--- src/rtl/rc_consts.svh ---
// Constants shared by both ends of the register-access link.
`ifndef RC_CONSTS_SVH
`define RC_CONSTS_SVH
`define CTL_REG_BIT 7
`define CTL_WR_BIT 6
`define NUM_REGS 64
`define IDENT_REG_NUM 6'h08
`define CODE_REG_NUM 6'h1f
`define FEATURE_REG_NUM 6'h20
`define USER_FIRST_NUM 6'h1f
`define UNLOCK_CODE 16'h1235
`define STORE_RESET 16'h0000
`define OFS_CONTROL 4'h0
`define OFS_WDATA 4'h4
`define OFS_STATUS 4'h8
`define OFS_RDATA 4'hc
`define SETTLE_CYCLES 2'h2
`define RESP_OKAY 2'h0
`define RESP_SLVERR 2'h2
`endif

--- src/rtl/rc_pkg.sv ---
// Types and decoding shared by both ends of the register-access link.
`include "rc_consts.svh"
package rc_pkg;
   typedef enum logic [1:0] {
      ACC_PROC = 2'b00,
      ACC_READ = 2'b01,
      ACC_WRITE = 2'b10
   } acc_t;

   function automatic acc_t decode_access(input logic [7:0] c);
      if (!c[`CTL_REG_BIT]) begin
         return ACC_PROC;
      end
      return c[`CTL_WR_BIT] ? ACC_WRITE : ACC_READ;
   endfunction

   function automatic logic [7:0] ack_byte(input logic [7:0] c);
      logic [7:0] a;
      a = c;
      if (decode_access(c) == ACC_WRITE) begin
         a[`CTL_WR_BIT] = 1'b0;
      end
      return a;
   endfunction
endpackage

--- src/rtl/rc_link_if.sv ---
// Process-image link between the controller end and the terminal end.
`timescale 1ns/1ps
`default_nettype none
interface rc_link_if;
   logic [7:0] control_byte;
   logic [15:0] output_data_word;
   logic [7:0] status_byte;
   logic [15:0] input_data_word;

   modport dev (
      input control_byte,
      input output_data_word,
      output status_byte,
      output input_data_word
   );

   modport host (
      output control_byte,
      output output_data_word,
      input status_byte,
      input input_data_word
   );
endinterface
`default_nettype wire

--- src/rtl/reg_access_host.sv ---
// Controller end: AXI4-Lite register slave driving the process-image link.
`timescale 1ns/1ps
`default_nettype none
`include "rc_consts.svh"
module reg_access_host (
   input wire logic aclk,
   input wire logic aresetn,
   input wire logic [3:0] s_axi_awaddr,
   input wire logic s_axi_awvalid,
   output logic s_axi_awready,
   input wire logic [31:0] s_axi_wdata,
   input wire logic [3:0] s_axi_wstrb,
   input wire logic s_axi_wvalid,
   output logic s_axi_wready,
   output logic [1:0] s_axi_bresp,
   output logic s_axi_bvalid,
   input wire logic s_axi_bready,
   input wire logic [3:0] s_axi_araddr,
   input wire logic s_axi_arvalid,
   output logic s_axi_arready,
   output logic [31:0] s_axi_rdata,
   output logic [1:0] s_axi_rresp,
   output logic s_axi_rvalid,
   input wire logic s_axi_rready,
   rc_link_if.host link
);

   ////////////////////////////////////////////////////////////////////////////
   // Write channel capture.

   logic awready_ff;
   logic wready_ff;
   logic bvalid_ff;
   logic [1:0] bresp_ff;
   logic aw_have_ff;
   logic w_have_ff;
   logic [3:0] aw_addr_ff;
   logic [31:0] w_data_ff;
   logic [3:0] w_strb_ff;
   logic do_write;

   assign do_write = aw_have_ff && w_have_ff && !bvalid_ff;

   always_ff @(posedge aclk) begin
      if (!aresetn) begin
         awready_ff <= 1'b1;
         aw_have_ff <= 1'b0;
         aw_addr_ff <= 4'h0;
      end else if (s_axi_awvalid && awready_ff) begin
         awready_ff <= 1'b0;
         aw_have_ff <= 1'b1;
         aw_addr_ff <= s_axi_awaddr;
      end else if (do_write) begin
         aw_have_ff <= 1'b0;
      end else if (bvalid_ff && s_axi_bready) begin
         awready_ff <= 1'b1;
      end
   end

   always_ff @(posedge aclk) begin
      if (!aresetn) begin
         wready_ff <= 1'b1;
         w_have_ff <= 1'b0;
         w_data_ff <= 32'h0000_0000;
         w_strb_ff <= 4'h0;
      end else if (s_axi_wvalid && wready_ff) begin
         wready_ff <= 1'b0;
         w_have_ff <= 1'b1;
         w_data_ff <= s_axi_wdata;
         w_strb_ff <= s_axi_wstrb;
      end else if (do_write) begin
         w_have_ff <= 1'b0;
      end else if (bvalid_ff && s_axi_bready) begin
         wready_ff <= 1'b1;
      end
   end

   always_ff @(posedge aclk) begin
      if (!aresetn) begin
         bvalid_ff <= 1'b0;
         bresp_ff <= `RESP_OKAY;
      end else if (do_write) begin
         bvalid_ff <= 1'b1;
         bresp_ff <= (aw_addr_ff == `OFS_CONTROL || aw_addr_ff == `OFS_WDATA) ? `RESP_OKAY : `RESP_SLVERR;
      end else if (s_axi_bready) begin
         bvalid_ff <= 1'b0;
      end
   end

   ////////////////////////////////////////////////////////////////////////////
   // Output image registers.

   logic [7:0] control_ff;
   logic [15:0] wdata_ff;
   logic [1:0] settle_ff;

   always_ff @(posedge aclk) begin
      if (!aresetn) begin
         control_ff <= 8'h00;
         settle_ff <= 2'h0;
      end else if (do_write && aw_addr_ff == `OFS_CONTROL && w_strb_ff[0]) begin
         control_ff <= w_data_ff[7:0];
         settle_ff <= `SETTLE_CYCLES;
      end else if (settle_ff != 2'h0) begin
         settle_ff <= settle_ff - 2'h1;
      end
   end

   always_ff @(posedge aclk) begin
      if (!aresetn) begin
         wdata_ff <= 16'h0000;
      end else if (do_write && aw_addr_ff == `OFS_WDATA) begin
         for (int b = 0; b < 2; b++) begin
            if (w_strb_ff[b]) begin
               wdata_ff[8*b +: 8] <= w_data_ff[8*b +: 8];
            end
         end
      end
   end

   ////////////////////////////////////////////////////////////////////////////
   // Acknowledgment tracking; stale status is masked while the new request settles.

   rc_pkg::acc_t acc;
   logic match;
   logic done_ff;
   logic [15:0] rdata_ff;

   assign acc = rc_pkg::decode_access(control_ff);
   assign match = (acc != rc_pkg::ACC_PROC) && (link.status_byte == rc_pkg::ack_byte(control_ff));

   always_ff @(posedge aclk) begin
      if (!aresetn) begin
         done_ff <= 1'b0;
      end else begin
         done_ff <= (settle_ff == 2'h0) && match && !(do_write && aw_addr_ff == `OFS_CONTROL);
      end
   end

   always_ff @(posedge aclk) begin
      if (!aresetn) begin
         rdata_ff <= 16'h0000;
      end else if ((settle_ff == 2'h0) && match && (acc == rc_pkg::ACC_READ)) begin
         rdata_ff <= link.input_data_word;
      end
   end

   ////////////////////////////////////////////////////////////////////////////
   // Read channel.

   logic arready_ff;
   logic rvalid_ff;
   logic [31:0] rdata_out_ff;
   logic [1:0] rresp_ff;

   always_ff @(posedge aclk) begin
      if (!aresetn) begin
         arready_ff <= 1'b1;
         rvalid_ff <= 1'b0;
         rdata_out_ff <= 32'h0000_0000;
         rresp_ff <= `RESP_OKAY;
      end else if (s_axi_arvalid && arready_ff) begin
         arready_ff <= 1'b0;
         rvalid_ff <= 1'b1;
         rresp_ff <= `RESP_OKAY;
         case (s_axi_araddr)
            `OFS_CONTROL: rdata_out_ff <= {24'h00_0000, control_ff};
            `OFS_WDATA: rdata_out_ff <= {16'h0000, wdata_ff};
            `OFS_STATUS: rdata_out_ff <= {23'h00_0000, done_ff, link.status_byte};
            `OFS_RDATA: rdata_out_ff <= {16'h0000, rdata_ff};
            default: begin
               rdata_out_ff <= 32'h0000_0000;
               rresp_ff <= `RESP_SLVERR;
            end
         endcase
      end else if (rvalid_ff && s_axi_rready) begin
         rvalid_ff <= 1'b0;
         arready_ff <= 1'b1;
      end
   end

   ////////////////////////////////////////////////////////////////////////////
   // Outputs.

   assign s_axi_awready = awready_ff;
   assign s_axi_wready = wready_ff;
   assign s_axi_bvalid = bvalid_ff;
   assign s_axi_bresp = bresp_ff;
   assign s_axi_arready = arready_ff;
   assign s_axi_rvalid = rvalid_ff;
   assign s_axi_rdata = rdata_out_ff;
   assign s_axi_rresp = rresp_ff;
   assign link.control_byte = control_ff;
   assign link.output_data_word = wdata_ff;

endmodule
`default_nettype wire

--- src/flat_wrapper.sv ---
// flat-port wrapper written by rule: the top's interface ports become plain ports
module reg_access_host_flat 
  (aclk, aresetn, s_axi_awaddr, s_axi_awvalid, s_axi_awready, s_axi_wdata, s_axi_wstrb, s_axi_wvalid, s_axi_wready, s_axi_bresp, s_axi_bvalid, s_axi_bready, s_axi_araddr, s_axi_arvalid, s_axi_arready, s_axi_rdata, s_axi_rresp, s_axi_rvalid, s_axi_rready, link_control_byte, link_output_data_word, link_status_byte, link_input_data_word);
  rc_link_if link_i ();
  input wire logic aclk;
  input wire logic aresetn;
  input wire logic [3:0] s_axi_awaddr;
  input wire logic s_axi_awvalid;
  output logic s_axi_awready;
  input wire logic [31:0] s_axi_wdata;
  input wire logic [3:0] s_axi_wstrb;
  input wire logic s_axi_wvalid;
  output logic s_axi_wready;
  output logic [1:0] s_axi_bresp;
  output logic s_axi_bvalid;
  input wire logic s_axi_bready;
  input wire logic [3:0] s_axi_araddr;
  input wire logic s_axi_arvalid;
  output logic s_axi_arready;
  output logic [31:0] s_axi_rdata;
  output logic [1:0] s_axi_rresp;
  output logic s_axi_rvalid;
  input wire logic s_axi_rready;
  output wire logic [$bits(link_i.control_byte)-1:0] link_control_byte;
  output wire logic [$bits(link_i.output_data_word)-1:0] link_output_data_word;
  input wire logic [$bits(link_i.status_byte)-1:0] link_status_byte;
  input wire logic [$bits(link_i.input_data_word)-1:0] link_input_data_word;
  assign link_control_byte = link_i.control_byte;
  assign link_output_data_word = link_i.output_data_word;
  assign link_i.status_byte = link_status_byte;
  assign link_i.input_data_word = link_input_data_word;
  reg_access_host u_core (.aclk(aclk), .aresetn(aresetn), .s_axi_awaddr(s_axi_awaddr), .s_axi_awvalid(s_axi_awvalid), .s_axi_awready(s_axi_awready), .s_axi_wdata(s_axi_wdata), .s_axi_wstrb(s_axi_wstrb), .s_axi_wvalid(s_axi_wvalid), .s_axi_wready(s_axi_wready), .s_axi_bresp(s_axi_bresp), .s_axi_bvalid(s_axi_bvalid), .s_axi_bready(s_axi_bready), .s_axi_araddr(s_axi_araddr), .s_axi_arvalid(s_axi_arvalid), .s_axi_arready(s_axi_arready), .s_axi_rdata(s_axi_rdata), .s_axi_rresp(s_axi_rresp), .s_axi_rvalid(s_axi_rvalid), .s_axi_rready(s_axi_rready), .link(link_i));
endmodule
--- config.mk ---
export PLATFORM = sky130hd
export DESIGN_NAME = reg_access_host_flat
export DESIGN_NICKNAME = d
export VERILOG_FILES = /design/src/rtl/rc_pkg.sv /design/src/rtl/rc_link_if.sv /design/src/rtl/reg_access_host.sv /design/src/flat_wrapper.sv
export VERILOG_INCLUDE_DIRS = /design/src /design/src/rtl
export SDC_FILE = /design/constraint.sdc
export NUM_CORES = 1
export LEC_CHECK = 0
export BUFFER_PORTS_ARGS = -buffer_cell sky130_fd_sc_hd__buf_2
export CAP_MARGIN = 20
export CORE_MARGIN = 4
export CORE_UTILIZATION = 53
export CTS_CLUSTER_DIAMETER = 50
export CTS_CLUSTER_SIZE = 20
export DETAILED_ROUTE_END_ITERATION = 12
export PLACE_DENSITY = 0.95
export RECOVER_POWER = 100
export SYNTH_ARGS = -nofsm -noshare
export SYNTH_HDL_FRONTEND = slang
export SYNTH_SLANG_ARGS = --single-unit
--- constraint.sdc ---
create_clock -name aclk -period 2.2 [get_ports aclk]
set_input_delay 0.22 -clock aclk [delete_from_list [all_inputs] [get_ports aclk]]
set_output_delay 0.22 -clock aclk [all_outputs]
set_load 0.1 [all_outputs]
==> results.md, run 1 <==
* Status: complete, no violations
* Initial antenna violation count at 0
* Gpl congestion at 0.841
* Clk sinks at 90
* WS Path Type: register to output port
* Tot Pwr at 3.29 mW
* Synth area leader: dfxtp_1
* Worst vdd ir at roughly 470 uV
* Hold-fix buffers, CTS at 0
* Synth warn at 0
* Post-synth top flop: dfxtp_1
* Die width at a little over 90 um
* Final setup fails at 0
* Total Wirelength at 8820 um
* Register bit total from synthesis at 90
* Die Ht at 93.4 um
* Clock Path Buffers at 2
* Initial core utilization at 0.557
* Worst reg2reg path startpoint: u_core.link.control_byte[0]$_SDFFE_PN0P_
* Crit path largest cell delay at 0.89 ns
* Residual DRC at 0
* CTS tree: yes
* Port bufs at 103
* DR vias at 3259
* Final hold vios at 0
* Worst path bufs/invs at 1
* DR WL/cell at ~14 um
* Switching component of the power at around 0.94 mW
* FP Rows at 30
* Fmax at approximately 530 MHz
* Vias per cell at roughly 5.1
* Core Region at 6940 um2
* CP top delay family: buffers and inverters
* Syn Inst Count at 446
* WP data arrival at 1.65 ns
* Post-route ant nets at 0
* Tcrit/Tclk final at 0.850
* Worst Path Max Fanout at 4
* Seq pwr share at 0.514
* Vias in the first global route at 3058
* Met3 Track Usage GR at 0.0362
* Top-area cell type share of the netlist area at 0.466
* Worst slew pin tran at about 1.2 ns
* Fillers at roughly 630
* Met2 usage at 0.339
* Clock-pin slew on the worst setup and hold paths at roughly 0.09 ns
* Root buffer cell: clkbuf_8
* Largest net degree at the start of global routing at 116
* Hold WC Path Type: primary input to register
* Lkg Pwr at about 1.7 nW
* Critical Path Start Type: register
* Relative slew slack at 0.191
* Synthesis-to-layout area growth at 15.9%
* Logic pwr share at 0.137
* Int Power at between 2 and 2.5 mW
* Pins Over Slew Limit at 0
* Die Area at 8720 um2
* Max-cap viol count at 0
* Worst-Skew Late Latency at 0.34 ns
* Synth top cells by count: 124 x nand2_1, 90 x dfxtp_1, 33 x mux2i_1
* Post-synth cell types at 36
* # Post-CTS Setup Buffers at 0
* Nets at 611
* Global-route wire length before repair at 14300 um
* M1 GR Usage at 0.268
* PostCTS Resize Cnt at 0
* Antenna Cells at 0
* Detailed Route Iter0 Violations at 117
* Register area share after synthesis at 0.466
* Critical-path cell list: clkbuf_1
* Hold_sp: link_input_data_word[4]
* # H-tree levels at 3
* Min Tclk post-route at 1.87 ns
* Aggregate global routing overflow at 0
* Busiest grt layer: met2
* Clock Skew at 0.0126 ns
* Slowest CP cell: clkbuf_1
* I/O pin count at 140
* Syn avg cell area at 8.67 um2
* Clock power share at 0.349
* Hpwl dp at 6580 um
* WP data required at 1.98 ns
* Pwr Density at 735 nW/um2
* RSZ-0062 raised after global routing: no
* Post-synthesis cell area at 3860 um2
* Initial DRT Pass Iterations at 4
* Crit end category: output port
* Setup TNS at 0 ns
* FFs w/ async S/R, synth at 0
* Net Sw Frac at 0.285
* Critical Path Source: u_core.link.control_byte[0]$_SDFFE_PN0P_
* Share of layout cells above drive strength 1 at 0.146
* Post-synth EDFFs at 0
* Cts bufs inserted at 9
* Most frequent cell after synthesis: nand2_1
* Total track usage at 0.206
* Dominant cells by area after synthesis: dfxtp_1 47%, nand2_1 12%, mux2i_1 8.5%, a21boi_0 5.1%, o21ai_0 3.9%
==> path summary, 6_finish.rpt <==
kind,endpoint,slack [ns],cells after the start
min,u_core.rdata_ff[4]$_SDFFE_PN0P_,0.11,3
max reg2reg,u_core.rdata_ff[15]$_SDFFE_PN0P_,0.45,5
min reg2reg,u_core.s_axi_rdata[4]$_SDFFE_PN0P_,0.44,2
max,link_control_byte[0],0.33,1
==> registers in the layout, indices dropped and copies added, names as in the netlist <==
signal	cells
u_core.link.control_byte	8
u_core.s_axi_rdata	16
u_core.s_axi_rresp	1
u_core.s_axi_rvalid	1
u_core.s_axi_bresp	1
u_core.aw_have_ff	1
u_core.settle_ff	2
u_core.s_axi_awready	1
u_core.link.output_data_word	16
u_core.s_axi_arready	1
u_core.aw_addr_ff	4
u_core.done_ff	1
u_core.w_strb_ff	2
u_core.w_have_ff	1
u_core.s_axi_wready	1
u_core.rdata_ff	16
u_core.s_axi_bvalid	1
u_core.w_data_ff	16
==> metrics by stage <==
stage	hold WS (ns)	std cells	worst slack, ns	util	instance area, um2
6_report	0.111	636	0.330	0.645	4480
5_1_grt	0.0944	636	0.259	0.645	4480
4_1_cts	0.100	636	0.516	0.655	4550
3_5_place_dp	0.425	621	0.532	0.626	4350
3_3_place_gp	0.420	621	0.571	0.626	4350
2_1_floorplan	0.362	463	0.0284	-	3930
==> power by group through the flow <==
| stage | Combinational [mW] | Clock, mW | Sequential, mW |
|---|---|---|---|
| 6_report | 0.452 | 1.15 | 1.69 |
| 5_1_grt | 0.485 | 1.26 | 1.70 |
| 3_3_place_gp | 0.447 | 0 | 1.73 |
| 2_1_floorplan | 0.306 | 0 | 1.80 |
| 4_1_cts | 0.456 | 1.17 | 1.69 |
| 3_5_place_dp | 0.455 | 0 | 1.73 |
==> cell usage in the layout (no fill, tap or decap), types with 3 or more instances in the layout <==
master	netlist	layout
nand2_1	124	124
dfxtp_1	90	89
buf_2	7	56
clkbuf_1	15	49
mux2i_1	33	33
o21ai_0	30	30
nand3_1	26	26
a21boi_0	26	26
conb_1	1	18
clkbuf_8	0	11
and2_0	0	9
a22oi_1	9	9
o2bb2ai_1	8	8
o31ai_1	7	7
xnor2_1	6	6
nor2_1	4	4
a21oi_1	4	4
nor2b_1	3	3
inv_1	3	3
nand4_1	2	3
==> final cells by class <==
type                    count  area (um2)  area share
clock buffers              12         155      0.0346
clock inverters             3        47.5      0.0106
inverters                   3        11.3     0.00251
multi-input cells         325        1850       0.413
flip-flops and latches     90        1800       0.403
well taps                  96         120      0.0268
repair buffers            107         493       0.110
==> metal layers <==
layer	up-vias	wire length, um
met3	4	468
met5	-	0
li1	1668	-
met1	1495	3990
met4	0	42
met2	92	4320
==> cells by family after synthesis <==
group | after synthesis | synth area share
buf+inv | 48 | 0.0706
xor+xnor | 6 | 0.0136
other cells | 1 | 0.000970
compound gates | 85 | 0.146
simple gates | 183 | 0.218
flops | 90 | 0.466
mux | 33 | 0.0855
Note: power is estimated with default switching activity, not from simulation.
==> run 2, diff against run 1 <==
--- a/config.mk
+++ b/config.mk
@@ -13,8 +13,10 @@
 export CTS_CLUSTER_DIAMETER = 50
 export CTS_CLUSTER_SIZE = 20
 export DETAILED_ROUTE_END_ITERATION = 12
+export MAX_ROUTING_LAYER = met4
 export PLACE_DENSITY = 0.95
 export RECOVER_POWER = 100
+export SLEW_MARGIN = 25
 export SYNTH_ARGS = -nofsm -noshare
 export SYNTH_HDL_FRONTEND = slang
 export SYNTH_SLANG_ARGS = --single-unit
==> results.md, run 2 (same netlist as run 1, synthesis figures left out) <==
* Min Tclk post-route at 1.87 ns
* FP Rows at 30
* Worst-Skew Late Latency at between 0.3 and 0.4 ns
* Worst Reg-to-Reg Cells at 5
* Core Region at 6940 um2
* WS Path Type: register to output port
* Hold Crit Depth at 3
* Clock Skew at 0.0127 ns
* Slowest CP cell: clkbuf_1
* Hold-fix buffers, CTS at 0
* Max-cap viol count at 0
* Setup TNS at 0 ns
* Lkg Pwr at 1.75 nW
* Final Cell Area at 4480 um2
* Nets at 611
* Total Wirelength at 8880 um
* Share of layout cells above drive strength 1 at 0.148
* CTS tree: yes
* Worst vdd ir at 475 uV
* Status: complete, no violations
* Metal3 WL at approximately 450 um
* Fmax at 534 MHz
* Dpl cell area at 4350 um2
* FF-to-FF setup slack at about 0.47 ns
* Worst slew pin tran at 1.22 ns
* Largest net degree at the start of global routing at around 120
* Tot Pwr at around 3.3 mW
* Die Ht at 93.4 um
* Port bufs at 103
* Most common cell after layout, fill and taps aside: nand2_1
* Initial core utilization at 0.557
* Reg2reg end: u_core.rdata_ff[7]$_SDFFE_PN0P_
* Fin util at 0.646
* Die Area at 8720 um2
* Initial antenna violation count at 0
* DR WL met2 at 4230 um
* Gpl congestion at 0.854
* Pwr Density at 735 nW/um2
* # H-tree levels at 3
* Relative slew slack at 0.193
* Vias per cell at slightly above 5
* Cts bufs inserted at 9
* Hold WC Path Type: primary input to register
* RSZ-0062 raised after global routing: no
* Top Layer Used: met4
* Global-route wire length before repair at about 14000 um
* Tcrit/Tclk final at 0.852
* Root buffer cell: clkbuf_8
* Antenna Cells at 0
* DR vias at between 3000 and 4000
* Crit path largest cell delay at around 0.9 ns
* PostCTS Resize Cnt at 0
* Clock Path Buffers at 2
* Worst Path Max Fanout at 4
* Clk sinks at 90
* Vias in the first global route at 3056
* Pins Over Slew Limit at 0
* Die width at 93.4 um
* Total track usage at 0.211
* WP data arrival at 1.65 ns
* Final setup fails at 0
* Post-route ant nets at 0
* WP data required at 1.98 ns
* Hold worst-path end: u_core.rdata_ff[4]$_SDFFE_PN0P_
* Hpwl dp at ~6600 um
* Worst reg2reg path startpoint: u_core.link.control_byte[0]$_SDFFE_PN0P_
* Initial DRT Pass Iterations at 4
* Aggregate global routing overflow at 0
* Hold_sp: link_input_data_word[4]
* Critical-path cell list: clkbuf_1
* Critical Path Start Type: register
* DR WL/cell at 14.0 um
* CP top delay family: buffers and inverters
* Met1 WL at slightly above 4000 um
* Residual DRC at 0
* Most frequent cells in the layout: 124 x nand2_1, 89 x dfxtp_1, 56 x buf_2, 49 x clkbuf_1, 33 x mux2i_1
* # Post-CTS Setup Buffers at 0
* I/O pin count at 140
* Crit end category: output port
* Detailed Route Iter0 Violations at 137
* Worst path bufs/invs at 1
* Clock-pin slew on the worst setup and hold paths at 0.09 ns
* Final hold vios at 0
* Synthesis-to-layout area growth at 16.0%
==> run 2: cell count changes in the layout (fill, tap and decap cells not counted) <==
cell,previous run,this run
nand4_1,3,2
nand4_2,0,1
==> run 2: worst max-delay path by stage <==
stage | slack, ns | cells after the start | from | to
2_1_floorplan | 0.03 | 5 | u_core.link.control_byte[1]$_SDFFE_PN0P_ | u_core.rdata_ff[0]$_SDFFE_PN0P_
6_report | 0.33 | 1 | u_core.link.control_byte[6]$_SDFFE_PN0P_ | link_control_byte[6]
4_1_cts | 0.52 | 4 | u_core.s_axi_bvalid$_SDFFE_PN0P_ | u_core.link.output_data_word[14]$_SDFFE_PN0P_
3_3_place_gp | 0.57 | 4 | u_core.s_axi_bvalid$_SDFFE_PN0P_ | u_core.link.output_data_word[11]$_SDFFE_PN0P_
5_1_grt | 0.25 | 1 | u_core.s_axi_bvalid$_SDFFE_PN0P_ | s_axi_bvalid
3_5_place_dp | 0.53 | 4 | u_core.s_axi_bvalid$_SDFFE_PN0P_ | u_core.link.output_data_word[14]$_SDFFE_PN0P_
==> run 2: power by group <==
group	switching (mW)	leakage [nW]	internal (mW)
clock	0.564	0.103	0.589
sequential	0.0242	0.731	1.67
combinational	0.355	0.919	0.0977
total	0.943	1.75	2.35
==> run 2: per-layer routing <==
layer,vias up,global-route usage
met5,-,-
met1,1488,0.271
met4,0,0.0769
li1,1666,-
met2,97,0.339
met3,7,0.0330
==> run 2: layout make-up <==
type | instances | area, um2
Fill cell | 624 | 2460
Tap cell | 96 | 120
Clock inverter | 3 | 47.5
Inverter | 3 | 11.3
Multi-Input combinational cell | 325 | 1850
Timing Repair Buffer | 107 | 493
Sequential cell | 90 | 1800
Clock buffer | 12 | 155
==> run 2: metrics by stage <==
stage	setup WS, ns	hold slack (ns)	std cells
final	0.326	0.114	636
after global routing	0.255	0.0944	636
after CTS	0.516	0.100	636
after detailed placement	0.532	0.425	621
after global placement	0.571	0.420	621
after floorplan	0.0284	0.362	463
